### config.mk
export PLATFORM = sky130hd
export DESIGN_NAME = wps_sequencer
export DESIGN_NICKNAME = d
export VERILOG_FILES = /design/src/verilog/wps_pkg.sv /design/src/verilog/wps_sync_edge.sv /design/src/verilog/wps_timer.sv /design/src/verilog/wps_sequencer.sv
export SDC_FILE = /design/constraint.sdc
export NUM_CORES = 1
export LEC_CHECK = 0
export ABC_AREA = 1
export ABC_CLOCK_PERIOD_IN_PS = 3400
export BUFFER_PORTS_ARGS = -buffer_cell sky130_fd_sc_hd__buf_2
export CORE_ASPECT_RATIO = 1.5
export CORE_UTILIZATION = 50
export DETAILED_ROUTE_END_ITERATION = 8
export PLACE_DENSITY = 0.68
export SYNTH_ARGS = -nofsm -noshare
export SYNTH_HDL_FRONTEND = slang
export SYNTH_SLANG_ARGS = --single-unit
### constraint.sdc
create_clock -name clk -period 3.4 [get_ports clk]
set_input_delay 0.34 -clock clk [delete_from_list [all_inputs] [get_ports clk]]
set_output_delay 0.34 -clock clk [all_outputs]
set_load 0.005 [all_outputs]
### src/verilog/wps_pkg.sv
package wps_pkg;

  // ----------------------------------------------------------------
  // Register map
  // ----------------------------------------------------------------
  localparam logic [3:0] WPS_ADDR_CTRL = 4'h0;
  localparam logic [3:0] WPS_ADDR_SEG0_ADDR = 4'h1;
  localparam logic [3:0] WPS_ADDR_SEG0_CFG = 4'h2;
  localparam logic [3:0] WPS_ADDR_SEG1_ADDR = 4'h3;
  localparam logic [3:0] WPS_ADDR_SEG1_CFG = 4'h4;
  localparam logic [3:0] WPS_ADDR_STATUS = 4'h5;

  // ----------------------------------------------------------------
  // Field positions
  // ----------------------------------------------------------------
  localparam int WPS_CTRL_EN_BIT = 0;
  localparam int WPS_CTRL_DEST_BIT = 1;
  localparam int WPS_CTRL_OPMODE_LSB = 2;
  localparam int WPS_SEG_START_LSB = 0;
  localparam int WPS_SEG_END_LSB = 16;
  localparam int WPS_SEG_RATE_LSB = 0;
  localparam int WPS_SEG_MODE_LSB = 16;

  // ----------------------------------------------------------------
  // Codes and reset values
  // ----------------------------------------------------------------
  localparam logic [2:0] WPS_MODE_RAMP_UP = 3'h1;
  localparam logic [2:0] WPS_MODE_BIDIR = 3'h2;
  localparam logic [2:0] WPS_MODE_CONT_BIDIR = 3'h3;
  localparam logic [2:0] WPS_MODE_RECIRC = 3'h4;
  localparam logic [1:0] WPS_OP_QUAD_UPCONVERT = 2'h0;
  localparam logic [1:0] WPS_OP_INTERP = 2'h1;
  localparam logic [31:0] WPS_CTRL_RST = 32'h0;
  localparam logic [15:0] WPS_RATE_RST = 16'h1;
  localparam int WPS_CCI_RATE_DEF = 4;
  localparam int WPS_SYSCLK_PER_DATA = 4;

  typedef struct packed {
    logic [9:0] start_addr;
    logic [9:0] end_addr;
    logic [15:0] step_rate;
    logic [2:0] mode;
  } wps_seg_s;

  typedef struct packed {
    logic enable;
    logic dest_mult;
    logic [1:0] op_mode;
  } wps_ctrl_s;

  typedef enum logic [1:0] {
    WPS_IDLE = 2'b00,
    WPS_ARMED = 2'b01,
    WPS_RUN = 2'b11,
    WPS_HALT = 2'b10
  } wps_state_e;

endpackage

### src/verilog/wps_sync_edge.sv
`timescale 1ns/1ps
module wps_sync_edge
  import wps_pkg::*;
(
  input wire logic clk,
  input wire logic rst_n,
  input wire logic pin,
  output logic level,
  output logic rise,
  output logic fall
);
  logic meta_r;
  logic sync_r;
  logic prev_r;

  always_ff @(posedge clk or negedge rst_n)
  begin
    if (!rst_n)
    begin
      meta_r <= 1'b0;
      sync_r <= 1'b0;
      prev_r <= 1'b0;
    end
    else
    begin
      meta_r <= pin;
      sync_r <= meta_r;
      prev_r <= sync_r;
    end
  end

  assign level = sync_r;
  assign rise = sync_r & ~prev_r;
  assign fall = ~sync_r & prev_r;
endmodule

### src/verilog/wps_timer.sv
`timescale 1ns/1ps
module wps_timer
  import wps_pkg::*;
#(
  parameter int WIDTH = 24
)
(
  input wire logic clk,
  input wire logic rst_n,
  input wire logic restart,
  input wire logic run,
  input wire logic [WIDTH-1:0] period,
  output logic tick
);
  logic [WIDTH-1:0] cnt_r;
  logic [WIDTH-1:0] cnt_nxt;

  initial
  begin
    if (WIDTH < 2)
      $error("timer width too small");
  end

  // Period of zero behaves as one so the timer can never stall
  assign tick = run && !restart && (cnt_r + 1'b1 >= period);
  assign cnt_nxt = (restart || tick || !run) ? '0 : cnt_r + 1'b1;

  always_ff @(posedge clk or negedge rst_n)
  begin
    if (!rst_n)
      cnt_r <= '0;
    else
      cnt_r <= cnt_nxt;
  end
endmodule

### src/verilog/wps_sequencer.sv
// The strobed register port and the address map were left to the implementer.
`timescale 1ns/1ps
// How it works
// [RULE_01] Each segment has a 3-bit mode: 1 ramp, 2 bidir, 3 cont bidir, 4 recirculate.
// [RULE_02] The mode used is the one in the currently active segment.
// [RULE_03] Playback runs only in quadrature upconvert or interpolating converter mode.
// [RULE_04] Controller avoids continuous modes when multipliers are the destination.
// [RULE_05] Ramp-up: strobe or any trigger edge loads start address and starts. With multiplier destination the strobe only arms here.
// [RULE_06] Ramp-up: address steps by one on each sample timer expiry.
// [RULE_07] Ramp-up: at end address stop and hold it.
// [RULE_08] Sample timer period follows destination and, for multipliers, step rate.
// [RULE_09] Controller programs both segments to bidir code for bidir operation.
// [RULE_10] Bidir: strobe arms with segment 0 but does not step.
// [RULE_11] Bidir: rising edge loads seg 0 start, counts up, halts at end.
// [RULE_12] Bidir: falling edge selects seg 1, loads end, counts down, halts at start.
// [RULE_13] Bidir: edge before terminal restarts timer and reverses direction.
// [RULE_14] Controller loads segment 1 data reversed for bidir mode.
// [RULE_15] Cont bidir: start up from start, reverse at each terminal forever.
// [RULE_16] Cont bidir: trigger edge restarts from new segment start.
// [RULE_17] Recirculate: after end, next expiry jumps to start and continues.
// [RULE_18] Recirculate repeats until strobe or trigger edge restarts it.
// [RULE_19] Rising edge selects segment 0, falling edge selects segment 1.
// [RULE_20] Enable, destination and segment fields take effect only on update.
// [RULE_21] Segment holds 10-bit start, 10-bit end, 16-bit rate, 3-bit mode.
// [RULE_22] Multiplier destination: update drives zero until next trigger edge.
// [RULE_23] Unused mode codes do no stepping and hold output stable.
module wps_sequencer
  import wps_pkg::*;
#(
  parameter int CCI_RATE = WPS_CCI_RATE_DEF,
  parameter int TMR_W = 24
)
(
  input wire logic clk,
  input wire logic rst_n,
  input wire logic [3:0] reg_addr,
  input wire logic [31:0] reg_wdata,
  input wire logic reg_wr,
  input wire logic reg_rd,
  output logic [31:0] reg_rdata,
  input wire logic io_update,
  input wire logic profile_change,
  input wire logic ram_trigger_pin,
  output logic [9:0] ram_addr,
  output logic ram_rd_en,
  output logic mult_zero,
  output logic dest_mult
);

  initial
  begin
    if (CCI_RATE < 1 || TMR_W < 20)
      $error("sequencer parameters out of range");
  end

  // ----------------------------------------------------------------
  // Staged registers, written by software
  // ----------------------------------------------------------------
  logic [31:0] ctrl_stage_r;
  wps_seg_s seg_stage_r [2];
  logic [31:0] rdata_r;

  // ----------------------------------------------------------------
  // Working copies, loaded on update
  // ----------------------------------------------------------------
  wps_ctrl_s ctrl_r;
  wps_seg_s seg_r [2];
  wps_state_e state_r;
  wps_state_e state_nxt;
  logic active_r;
  logic active_nxt;
  logic up_r;
  logic up_nxt;
  logic [9:0] addr_r;
  logic [9:0] addr_nxt;
  logic zero_r;
  logic zero_nxt;

  wire logic upd = io_update | profile_change;
  wire logic wr_ctrl = reg_wr && (reg_addr == WPS_ADDR_CTRL);
  wire logic wr_s0a = reg_wr && (reg_addr == WPS_ADDR_SEG0_ADDR);
  wire logic wr_s0c = reg_wr && (reg_addr == WPS_ADDR_SEG0_CFG);
  wire logic wr_s1a = reg_wr && (reg_addr == WPS_ADDR_SEG1_ADDR);
  wire logic wr_s1c = reg_wr && (reg_addr == WPS_ADDR_SEG1_CFG);

  // ----------------------------------------------------------------
  // Trigger pin synchroniser
  // ----------------------------------------------------------------
  logic trig_level;
  logic trig_rise;
  logic trig_fall;

  wps_sync_edge u_sync (
    .clk(clk),
    .rst_n(rst_n),
    .pin(ram_trigger_pin),
    .level(trig_level),
    .rise(trig_rise),
    .fall(trig_fall)
  );

  wire logic trig_edge = trig_rise | trig_fall;

  // ----------------------------------------------------------------
  // Mode decode
  // ----------------------------------------------------------------
  function automatic logic mode_valid(input logic [2:0] m);
    mode_valid = (m == WPS_MODE_RAMP_UP) || (m == WPS_MODE_BIDIR) ||
                 (m == WPS_MODE_CONT_BIDIR) || (m == WPS_MODE_RECIRC);
  endfunction

  wire logic op_ok = ctrl_r.enable &&
    ((ctrl_r.op_mode == WPS_OP_QUAD_UPCONVERT) ||
     (ctrl_r.op_mode == WPS_OP_INTERP)); // see [RULE_03]
  // Segment chosen by the edge: rising picks 0, falling picks 1
  wire logic edge_seg = trig_fall; // see [RULE_19]
  wire logic [2:0] act_mode = seg_r[active_r].mode; // see [RULE_02]
  wire logic [2:0] new_mode = seg_r[edge_seg].mode;
  wire logic [9:0] act_start = seg_r[active_r].start_addr;
  wire logic [9:0] act_end = seg_r[active_r].end_addr;

  // ----------------------------------------------------------------
  // Sample timer
  // ----------------------------------------------------------------
  // Baseband destination steps every data clock; multiplier path uses 4*R*M
  // sysclks, i.e. R*M data clocks since one data clock is four sysclks.
  logic [TMR_W-1:0] period;
  logic timer_restart;
  logic tick;

  assign period = ctrl_r.dest_mult ?
    TMR_W'(CCI_RATE * int'(seg_r[active_r].step_rate) * WPS_SYSCLK_PER_DATA
           / WPS_SYSCLK_PER_DATA) :
    TMR_W'(1); // see [RULE_08]

  wps_timer #(.WIDTH(TMR_W)) u_timer (
    .clk(clk),
    .rst_n(rst_n),
    .restart(timer_restart || upd),
    .run(state_r == WPS_RUN),
    .period(period),
    .tick(tick)
  );

  // ----------------------------------------------------------------
  // Address state machine
  // ----------------------------------------------------------------
  always_comb
  begin
    state_nxt = state_r;
    active_nxt = active_r;
    up_nxt = up_r;
    addr_nxt = addr_r;
    zero_nxt = zero_r;
    timer_restart = 1'b0;
    if (!op_ok)
    begin
      state_nxt = WPS_IDLE;
    end
    else if (trig_edge && mode_valid(new_mode))
    begin
      // An edge whose selected segment holds a valid mode aborts the running waveform and starts that segment
      active_nxt = edge_seg; // see [RULE_19]
      timer_restart = 1'b1; // see [RULE_13]
      zero_nxt = 1'b0; // see [RULE_22]
      state_nxt = WPS_RUN; // see [RULE_05] [RULE_16] [RULE_18]
      if (new_mode == WPS_MODE_BIDIR && edge_seg)
      begin
        addr_nxt = seg_r[1].end_addr; // see [RULE_12]
        up_nxt = 1'b0;
      end
      else
      begin
        addr_nxt = seg_r[edge_seg].start_addr; // see [RULE_11] [RULE_15]
        up_nxt = 1'b1;
      end
    end
    else if (tick && mode_valid(act_mode)) // see [RULE_23]
    begin
      case (act_mode)
        WPS_MODE_RAMP_UP:
        begin
          if (addr_r == act_end)
            state_nxt = WPS_HALT; // see [RULE_07]
          else
            addr_nxt = addr_r + 10'h1; // see [RULE_06]
        end
        WPS_MODE_BIDIR:
        begin
          if (up_r && addr_r != act_end)
            addr_nxt = addr_r + 10'h1; // see [RULE_11]
          else if (!up_r && addr_r != act_start)
            addr_nxt = addr_r - 10'h1; // see [RULE_12]
          else
            state_nxt = WPS_HALT;
        end
        WPS_MODE_CONT_BIDIR:
        begin
          if (up_r && addr_r == act_end)
          begin
            up_nxt = 1'b0;
            addr_nxt = addr_r - 10'h1; // see [RULE_15]
          end
          else if (!up_r && addr_r == act_start)
          begin
            up_nxt = 1'b1;
            addr_nxt = addr_r + 10'h1;
          end
          else
            addr_nxt = up_r ? addr_r + 10'h1 : addr_r - 10'h1;
        end
        WPS_MODE_RECIRC:
        begin
          if (addr_r == act_end)
            addr_nxt = act_start; // see [RULE_17]
          else
            addr_nxt = addr_r + 10'h1;
        end
        default:
        begin
          addr_nxt = addr_r;
        end
      endcase
    end
    else if (state_r == WPS_IDLE && ctrl_r.enable)
      state_nxt = WPS_ARMED;
  end

  // ----------------------------------------------------------------
  // Register bus and update staging
  // ----------------------------------------------------------------
  always_ff @(posedge clk or negedge rst_n)
  begin
    if (!rst_n)
    begin
      ctrl_stage_r <= WPS_CTRL_RST;
      seg_stage_r[0] <= '{10'h0, 10'h0, WPS_RATE_RST, 3'h0};
      seg_stage_r[1] <= '{10'h0, 10'h0, WPS_RATE_RST, 3'h0};
    end
    else
    begin
      if (wr_ctrl)
        ctrl_stage_r <= reg_wdata;
      if (wr_s0a)
      begin
        seg_stage_r[0].start_addr <= reg_wdata[WPS_SEG_START_LSB +: 10]; // see [RULE_21]
        seg_stage_r[0].end_addr <= reg_wdata[WPS_SEG_END_LSB +: 10];
      end
      if (wr_s0c)
      begin
        seg_stage_r[0].step_rate <= reg_wdata[WPS_SEG_RATE_LSB +: 16];
        seg_stage_r[0].mode <= reg_wdata[WPS_SEG_MODE_LSB +: 3]; // see [RULE_01]
      end
      if (wr_s1a)
      begin
        seg_stage_r[1].start_addr <= reg_wdata[WPS_SEG_START_LSB +: 10];
        seg_stage_r[1].end_addr <= reg_wdata[WPS_SEG_END_LSB +: 10];
      end
      if (wr_s1c)
      begin
        seg_stage_r[1].step_rate <= reg_wdata[WPS_SEG_RATE_LSB +: 16];
        seg_stage_r[1].mode <= reg_wdata[WPS_SEG_MODE_LSB +: 3];
      end
    end
  end

  logic [31:0] rd_mux;
  always_comb
  begin
    case (reg_addr)
      WPS_ADDR_CTRL: rd_mux = ctrl_stage_r;
      WPS_ADDR_SEG0_ADDR: rd_mux = {6'h0, seg_stage_r[0].end_addr,
                                    6'h0, seg_stage_r[0].start_addr};
      WPS_ADDR_SEG0_CFG: rd_mux = {13'h0, seg_stage_r[0].mode, seg_stage_r[0].step_rate};
      WPS_ADDR_SEG1_ADDR: rd_mux = {6'h0, seg_stage_r[1].end_addr,
                                    6'h0, seg_stage_r[1].start_addr};
      WPS_ADDR_SEG1_CFG: rd_mux = {13'h0, seg_stage_r[1].mode, seg_stage_r[1].step_rate};
      WPS_ADDR_STATUS: rd_mux = {16'h0, 1'b0, trig_level, state_r, up_r, active_r, addr_r};
      default: rd_mux = 32'h0;
    endcase
  end

  always_ff @(posedge clk or negedge rst_n)
  begin
    if (!rst_n)
      rdata_r <= 32'h0;
    else if (reg_rd)
      rdata_r <= rd_mux;
    else
      rdata_r <= 32'h0;
  end

  // ----------------------------------------------------------------
  // Working state
  // ----------------------------------------------------------------
  always_ff @(posedge clk or negedge rst_n)
  begin
    if (!rst_n)
    begin
      ctrl_r <= '0;
      seg_r[0] <= '{10'h0, 10'h0, WPS_RATE_RST, 3'h0};
      seg_r[1] <= '{10'h0, 10'h0, WPS_RATE_RST, 3'h0};
      state_r <= WPS_IDLE;
      active_r <= 1'b0;
      up_r <= 1'b1;
      addr_r <= 10'h0;
      zero_r <= 1'b0;
    end
    else if (upd)
    begin
      // New settings only take hold here; segment 0 is armed on update
      ctrl_r <= '{ctrl_stage_r[WPS_CTRL_EN_BIT], ctrl_stage_r[WPS_CTRL_DEST_BIT],
                  ctrl_stage_r[WPS_CTRL_OPMODE_LSB +: 2]}; // see [RULE_20]
      seg_r[0] <= seg_stage_r[0];
      seg_r[1] <= seg_stage_r[1];
      active_r <= 1'b0;
      up_r <= 1'b1;
      addr_r <= seg_stage_r[0].start_addr;
      zero_r <= ctrl_stage_r[WPS_CTRL_EN_BIT] & ctrl_stage_r[WPS_CTRL_DEST_BIT]; // see [RULE_22]
      // Bidir, invalid modes and the multiplier destination only arm; other modes start stepping at once
      if (ctrl_stage_r[WPS_CTRL_EN_BIT] && !ctrl_stage_r[WPS_CTRL_DEST_BIT] &&
          seg_stage_r[0].mode != WPS_MODE_BIDIR && mode_valid(seg_stage_r[0].mode))
        state_r <= WPS_RUN; // see [RULE_05] [RULE_18]
      else
        state_r <= ctrl_stage_r[WPS_CTRL_EN_BIT] ? WPS_ARMED : WPS_IDLE; // see [RULE_10]
    end
    else
    begin
      state_r <= state_nxt;
      active_r <= active_nxt;
      up_r <= up_nxt;
      addr_r <= addr_nxt;
      zero_r <= zero_nxt;
    end
  end

  assign reg_rdata = rdata_r;
  assign ram_addr = addr_r;
  assign ram_rd_en = op_ok && (state_r != WPS_IDLE) && !zero_r;
  assign mult_zero = zero_r;
  assign dest_mult = ctrl_r.dest_mult;
endmodule

## Word level (Yosys, flattened, before mapping)

Index checks and enable logic that the tools add are counted.

| storage, ports and cells | value |
|---|---|
| flip-flop bits (word level) | 266 |
| bits in latches | 0 |
| bits in writable memories | 0 |
| bits in read-only memories | 0 |
| bits of input ports | 43 |
| output and inout port bits | 45 |
| logic and storage cells | 179 |
| memories kept | 0 |

| cells by class | value |
|---|---|
| add/sub/neg operators | 3 |
| multiply operators | 0 |
| div/mod/pow operators | 0 |
| $lt $le $gt $ge | 3 |
| equal/unequal tests | 31 |
| shift-type cells | 0 |
| muxes and demuxes | 50 |
| bitwise logic cells | 9 |
| reductions and logical operators | 53 |

Operator list:

| kind | number |
|---|---|
| $mux W39 | 6 |
| $pmux W32 S6 | 1 |
| $mux W10 | 12 |
| $pmux W10 S4 | 1 |
| $mux W32 | 1 |
| $add A24 B1 Y24 const B | 1 |
| $ge A24 B18 Y1 | 1 |
| $mux W24 | 1 |
| $logic_and A1 B1 Y1 | 21 |
| $eq A10 B10 Y1 | 2 |
| $ne A10 B10 Y1 | 2 |
| $eq A3 B2 Y1 const B | 6 |
| $mux W18 | 1 |
| $mux W2 | 9 |
| $ne A6 B6 Y1 const B | 3 |
| $mux W1 | 17 |
| $logic_or A1 B1 Y1 | 13 |
| $add A10 B1 Y10 const B | 1 |
| $reduce_and A5 Y1 | 2 |
| $sub A10 B1 Y10 const B | 1 |
| $eq A3 B1 Y1 const B | 3 |
| $eq A3 B3 Y1 const B | 3 |
| $eq A4 B2 Y1 const B | 2 |
| $eq A4 B3 Y1 const B | 2 |
| 23 further kinds | 37 |

## Logic depth before layout (Yosys ltp)

| depth | value |
|---|---|
| depth in word-level cells | 22 |
| depth in mapped cells | 25 |
| mapped depth without buffers | 24 |

## Modules after synthesis

From an unflattened synthesis, not the netlist that was laid out.

| second synthesis, totals | value |
|---|---|
| cells, all modules | 1791 |
| area, all modules | 13767.0 sq um |

Modules (own cells, without submodules):

| module | times used | cells an instance | area each (sq um) | sequential area each (sq um) |
|---|---|---|---|---|
| wps_sequencer | 1 | 1447 | 11446.0 | 5962.0 |
| wps_timer | 1 | 337 | 2230.9 | 600.6 |
| wps_sync_edge | 1 | 7 | 90.1 | 75.1 |

## Least setup slack after synthesis

OpenSTA, ideal clock, no wires.

| timing | value |
|---|---|
| path type | reg-to-reg |
| start | register u_timer.cnt_r[0] |
| end | register u_timer.cnt_r[9] |
| setup time | 0.068 ns |
| data arrival time | 2.795 ns |
| data required time | 3.332 ns |
| path slack | 0.537 ns |
| stages on the path, launching flop included | 19 |
| path buffers | 2 |
| clock period less this slack | 2.863 ns |
| cells stage by stage | dfrtp_1 -> ha_1 -> nand2_1 -> nor4_4 -> nand2_1 -> nor2_1 -> xor2_1 -> inv_1 -> ha_1 -> nand3_1 -> inv_1 -> a21oi_1 -> nand2_1 -> nand2_1 -> nand2_2 -> or2_1 -> buf_6 -> buf_12 -> nor2_4 |

| on the way | value |
|---|---|
| longest elaborated chain between the ends | 6 |

RTL lines:

| element | line | source |
|---|---|---|
| start: declaration | wps_timer.sv:15 | `logic [WIDTH-1:0] cnt_r;` |
| start signal: assignment | wps_timer.sv:33 | `cnt_r <= cnt_nxt;` |
| $add A24 B1 Y24 * | wps_timer.sv:25, wps_timer.sv:26 |  |
| $ge A24 B18 Y1 | wps_timer.sv:25 | `assign tick = run && !restart && (cnt_r + 1'b1 >= period);` |
| $logic_and A1 B1 Y1 | wps_timer.sv:25 |  |
| $logic_or A1 B1 Y1 (2 in series) | wps_timer.sv:26 | `assign cnt_nxt = (restart \|\| tick \|\| !run) ? '0 : cnt_r + 1'b1;` |
| $mux W24 * | wps_timer.sv:26 |  |
| named net u_timer.cnt_nxt[9] | wps_timer.sv:16 | `logic [WIDTH-1:0] cnt_nxt;` |

The timed path passes the listed nets; every way through them passes the cells marked *.
A chain may end at the register's enable or synchronous reset.

## Final worst setup path

| timing | value |
|---|---|
| start | register u_timer.cnt_r[0] |
| end | register u_timer.cnt_r[5] |

The elaborated chain is that of the path after synthesis.

==> summary.txt <==
Synthesis
  – Number of flops mapped to enable cells by yosys: 0
  – Syn_area_per_cell: 7.879 sq um
  – Post-Syn Area: 0.01322 sq mm
  – Sequential share of the synthesized area: 50.20%
  – FF+latch count, synth: 265
  – Main synth FF type: dfrtp_1
  – Synthesis Warnings: 0
  – Synth unique cells: 45
  – Asr flop ratio synth: 100.0%
  – Post-Synthesis Cells: 1678

Global routing
  – First-pass GRT wire length: 59620 um
  – Total grt overflow: 0
  – Global-route usage over all layers: 28.41%
  – Initial antenna violation count: 0
  – Largest net degree at the start of global routing: 106
  – Vias in the first global route: 10950

STA
  – Hold_ws: 0.03818 ns
  – Setup TNS: 0 ns
  – Tmin final: 3.106 ns
  – Final worst slack: 0.2944 ns
  – Fmax achieved: 322.0 MHz
  – Skew final: 0.01867 ns
  – Slew Viols, Final: 0
  – # setup viols final: 0
  – Count of final hold-check violations: 0
  – Rel. slew slack: 33.51%
  – Final period util: 91.34%
  – Slew @ Worst Pin: 0.9974 ns

Power
  – Power per Cell Area: 591.4 mW/mm^2
  – Switching Fraction: 32.52%
  – Overall Power: 0.008882 W
  – Switching power: 0.002888 W
  – Clock power share: 32.6%
  – P_int: 0.005994 W
  – Flop pwr share: 46.3%
  – Pleak: 7.691 nW
  – Max IR drop VDD: 0.3780 mV
  – Combinational Power Share: 21.0%

Clocking
  – Clk_lat worst skew: 0.55 ns
  – Root Driver: clkbuf_16
  – CTS tree: done
  – Clock buffer depth: 3
  – Clock slew at reported path FFs: 0.06 ns
  – Clk sinks: 265
  – Htree depth: 1
  – CTS Buf Count: 27

Critical path
  – WP data arrival: 3.59 ns
  – Crit end category: flip-flop
  – Critical path type: reg2reg
  – Worst r2r path cells: 17
  – Startpoint types: flip-flop
  – Worst Path Max Fanout: 18
  – Worst Path Required: 3.88 ns

Route
  – Avg WL per Cell: 17.54 um
  – DR iter-0 viols: 820
  – DR vias/cell: 5.403
  – Drt drc: 0
  – Drt total wl: 37170 um
  – First-pass DRT Iterations: 5
  – Vias: 11450
  – Routed Antenna Nets: 0

Floorplan
  – Site Rows: 72
  – Total die area: 0.02711 sq mm
  – Die height: 201.2 um
  – Starting Density: 51.14%
  – Ports: 88
  – Core Region: 0.02585 sq mm
  – Die W: 134.8 um

Finish
  – Layout area overhead: 13.59%
  – Layout cells sized above 1: 12.60%
  – Post-layout util: 58.09%
  – Diodes inserted: 0
  – Final #Nets: 1829

Placed design
  – Port Buffers: 87
  – RePlAce Congestion: 0.9125
  – Post-DP HPWL: 26380 um
  – DP Worst Slack: 0.2305 ns

Flow run
  – Maximum Capacitance Violations: 0

Outcome
  – Run status: complete, no violations

Min path
  – Worst hold stages: 3
  – Worst Hold Class: in2reg
-- power groups by stage --
stage          Clock (W)  Combinational [W]  Sequential (W)
2_1_floorplan          0            0.00126         0.00400
3_3_place_gp           0            0.00182         0.00415
3_5_place_dp           0            0.00186         0.00416
4_1_cts          0.00295            0.00187         0.00411
5_1_grt          0.00308            0.00213         0.00418
6_report         0.00290            0.00187         0.00412
-- synthesized netlist by cell type (9+ instances only) --
cell      count  area share, %
o21ai_0     181            6.9
nand2_1     588             17
nor3_1       13           0.49
dfrtp_1     260             49
a221oi_1     16            1.1
inv_1       173            4.9
o22ai_1      17           0.80
a31oi_1      19           0.90
xor2_1       29            1.9
nor2_4       11           0.94
nand3_1      52            2.0
nand4_1      14           0.66
inv_2        10           0.28
o211ai_1     16           0.91
nor2_1      106            3.0
ha_1         21            2.0
a21oi_1      22           0.83
o221ai_1      9           0.60
clkbuf_1     52            1.5
-- area by class of cell --
cell class | instances | area [sq um]
Fill cell | 2376 | 10840
Clock buffer | 37 | 763.2
Sequential cell | 265 | 6638
Multi-Input combinational cell | 1156 | 5603
Tap cell | 333 | 416.7
Timing Repair Buffer | 127 | 788.3
Inverter | 188 | 705.7
Clock inverter | 13 | 103.9
-- sequential cells by signal (all words and copies together), names as in the netlist --
signal	count
ctrl_r	2
u_timer.cnt_r	24
mult_zero	1
state_r	2
u_sync.level	1
ram_addr	10
up_r	1
ctrl_stage_r	32
u_sync.meta_r	1
reg_rdata	32
u_sync.prev_r	1
active_r	1
seg_r	78
seg_stage_r	78
dest_mult	1
-- cell families (layout without fill, tap and decap cells) --
kind of cell	after synthesis	after routing	share of synthesized area (%)
AOI/OAI and AO/OA	290	290	12.60
xor gates and xnor gates	31	31	2.054
adders and majority gates	21	21	1.987
buffers and inverters	262	365	7.836
DFF	265	265	50.20
other	1	6	0.02836
and+or+nand+nor	808	808	25.30
-- layer usage --
metal	track usage [%]	wire length [um]	vias to the layer above
li1	-	-	5547
met1	37.07	15520	5456
met2	47.24	17750	372
met3	3.200	2288	74
met4	12.96	1612	0
met5	0	0	-
-- critical path, cell delays in order, from the launching register on --
cell and delay (ns):
dfrtp_1 0.39, ha_2 0.23, nand2_1 0.10, nor4_4 0.33
nand2_2 0.12, nor2_2 0.15, xor2_2 0.21, inv_1 0.07
ha_1 0.29, nand3_1 0.13, inv_1 0.05, a21oi_1 0.15
nand2_1 0.07, nand2_1 0.07, nand2_2 0.08, or2_1 0.21
buf_4 0.24, nor2_1 0.13
-- stage by stage --
step	cell area (sq um)	instances
detailed placement	14090	2066
floorplan	13240	1683
finish	15020	2119
global placement	14090	2066
global route	15020	2119
CTS	14980	2118
-- cell usage in the layout, fill, tap and decap left out, types with 6 or more instances in the layout --
| cell | count |
|---|---|
| dfrtp_1 | 260 |
| ha_1 | 20 |
| clkinv_2 | 8 |
| o221ai_1 | 9 |
| xor2_1 | 28 |
| buf_2 | 86 |
| nand4_1 | 14 |
| conb_1 | 6 |
| inv_2 | 10 |
| inv_1 | 173 |
| nand3_1 | 52 |
| nor3_1 | 13 |
| o211ai_1 | 16 |
| o21ai_0 | 181 |
| o22ai_1 | 17 |
| a221oi_1 | 16 |
| buf_4 | 35 |
| clkbuf_16 | 27 |
| nand2_2 | 8 |
| a31oi_1 | 19 |
| nor2_1 | 105 |
| a21oi_1 | 22 |
| nand2_1 | 585 |
| nor2_4 | 12 |
-- path summary, 6_finish.rpt --
kind	start	end	slack (ns)
hold reg to reg	u_sync.meta_r$_DFF_PN0_	u_sync.level$_DFF_PN0_	0.35
min in group asynchronous	rst_n	u_timer.cnt_r[15]$_DFF_PN0_	0.40
setup / recovery	u_timer.cnt_r[0]$_DFF_PN0_	u_timer.cnt_r[5]$_DFF_PN0_	0.29
hold / removal	reg_wdata[28]	ctrl_stage_r[28]$_DFFE_PN0P_	0.04
max in group asynchronous	rst_n	seg_stage_r[42]$_DFFE_PN1P_	2.05
setup reg to reg	u_timer.cnt_r[0]$_DFF_PN0_	u_timer.cnt_r[5]$_DFF_PN0_	0.29
-- timing repair --
action,CTS,global route
hold buffers,2,0
endpoints found under the hold margin,92,0
resized for setup,0,7
buffers inserted,0,1
setup endpoints to repair,0,29
No activity file was read; power rests on OpenSTA's default activity.
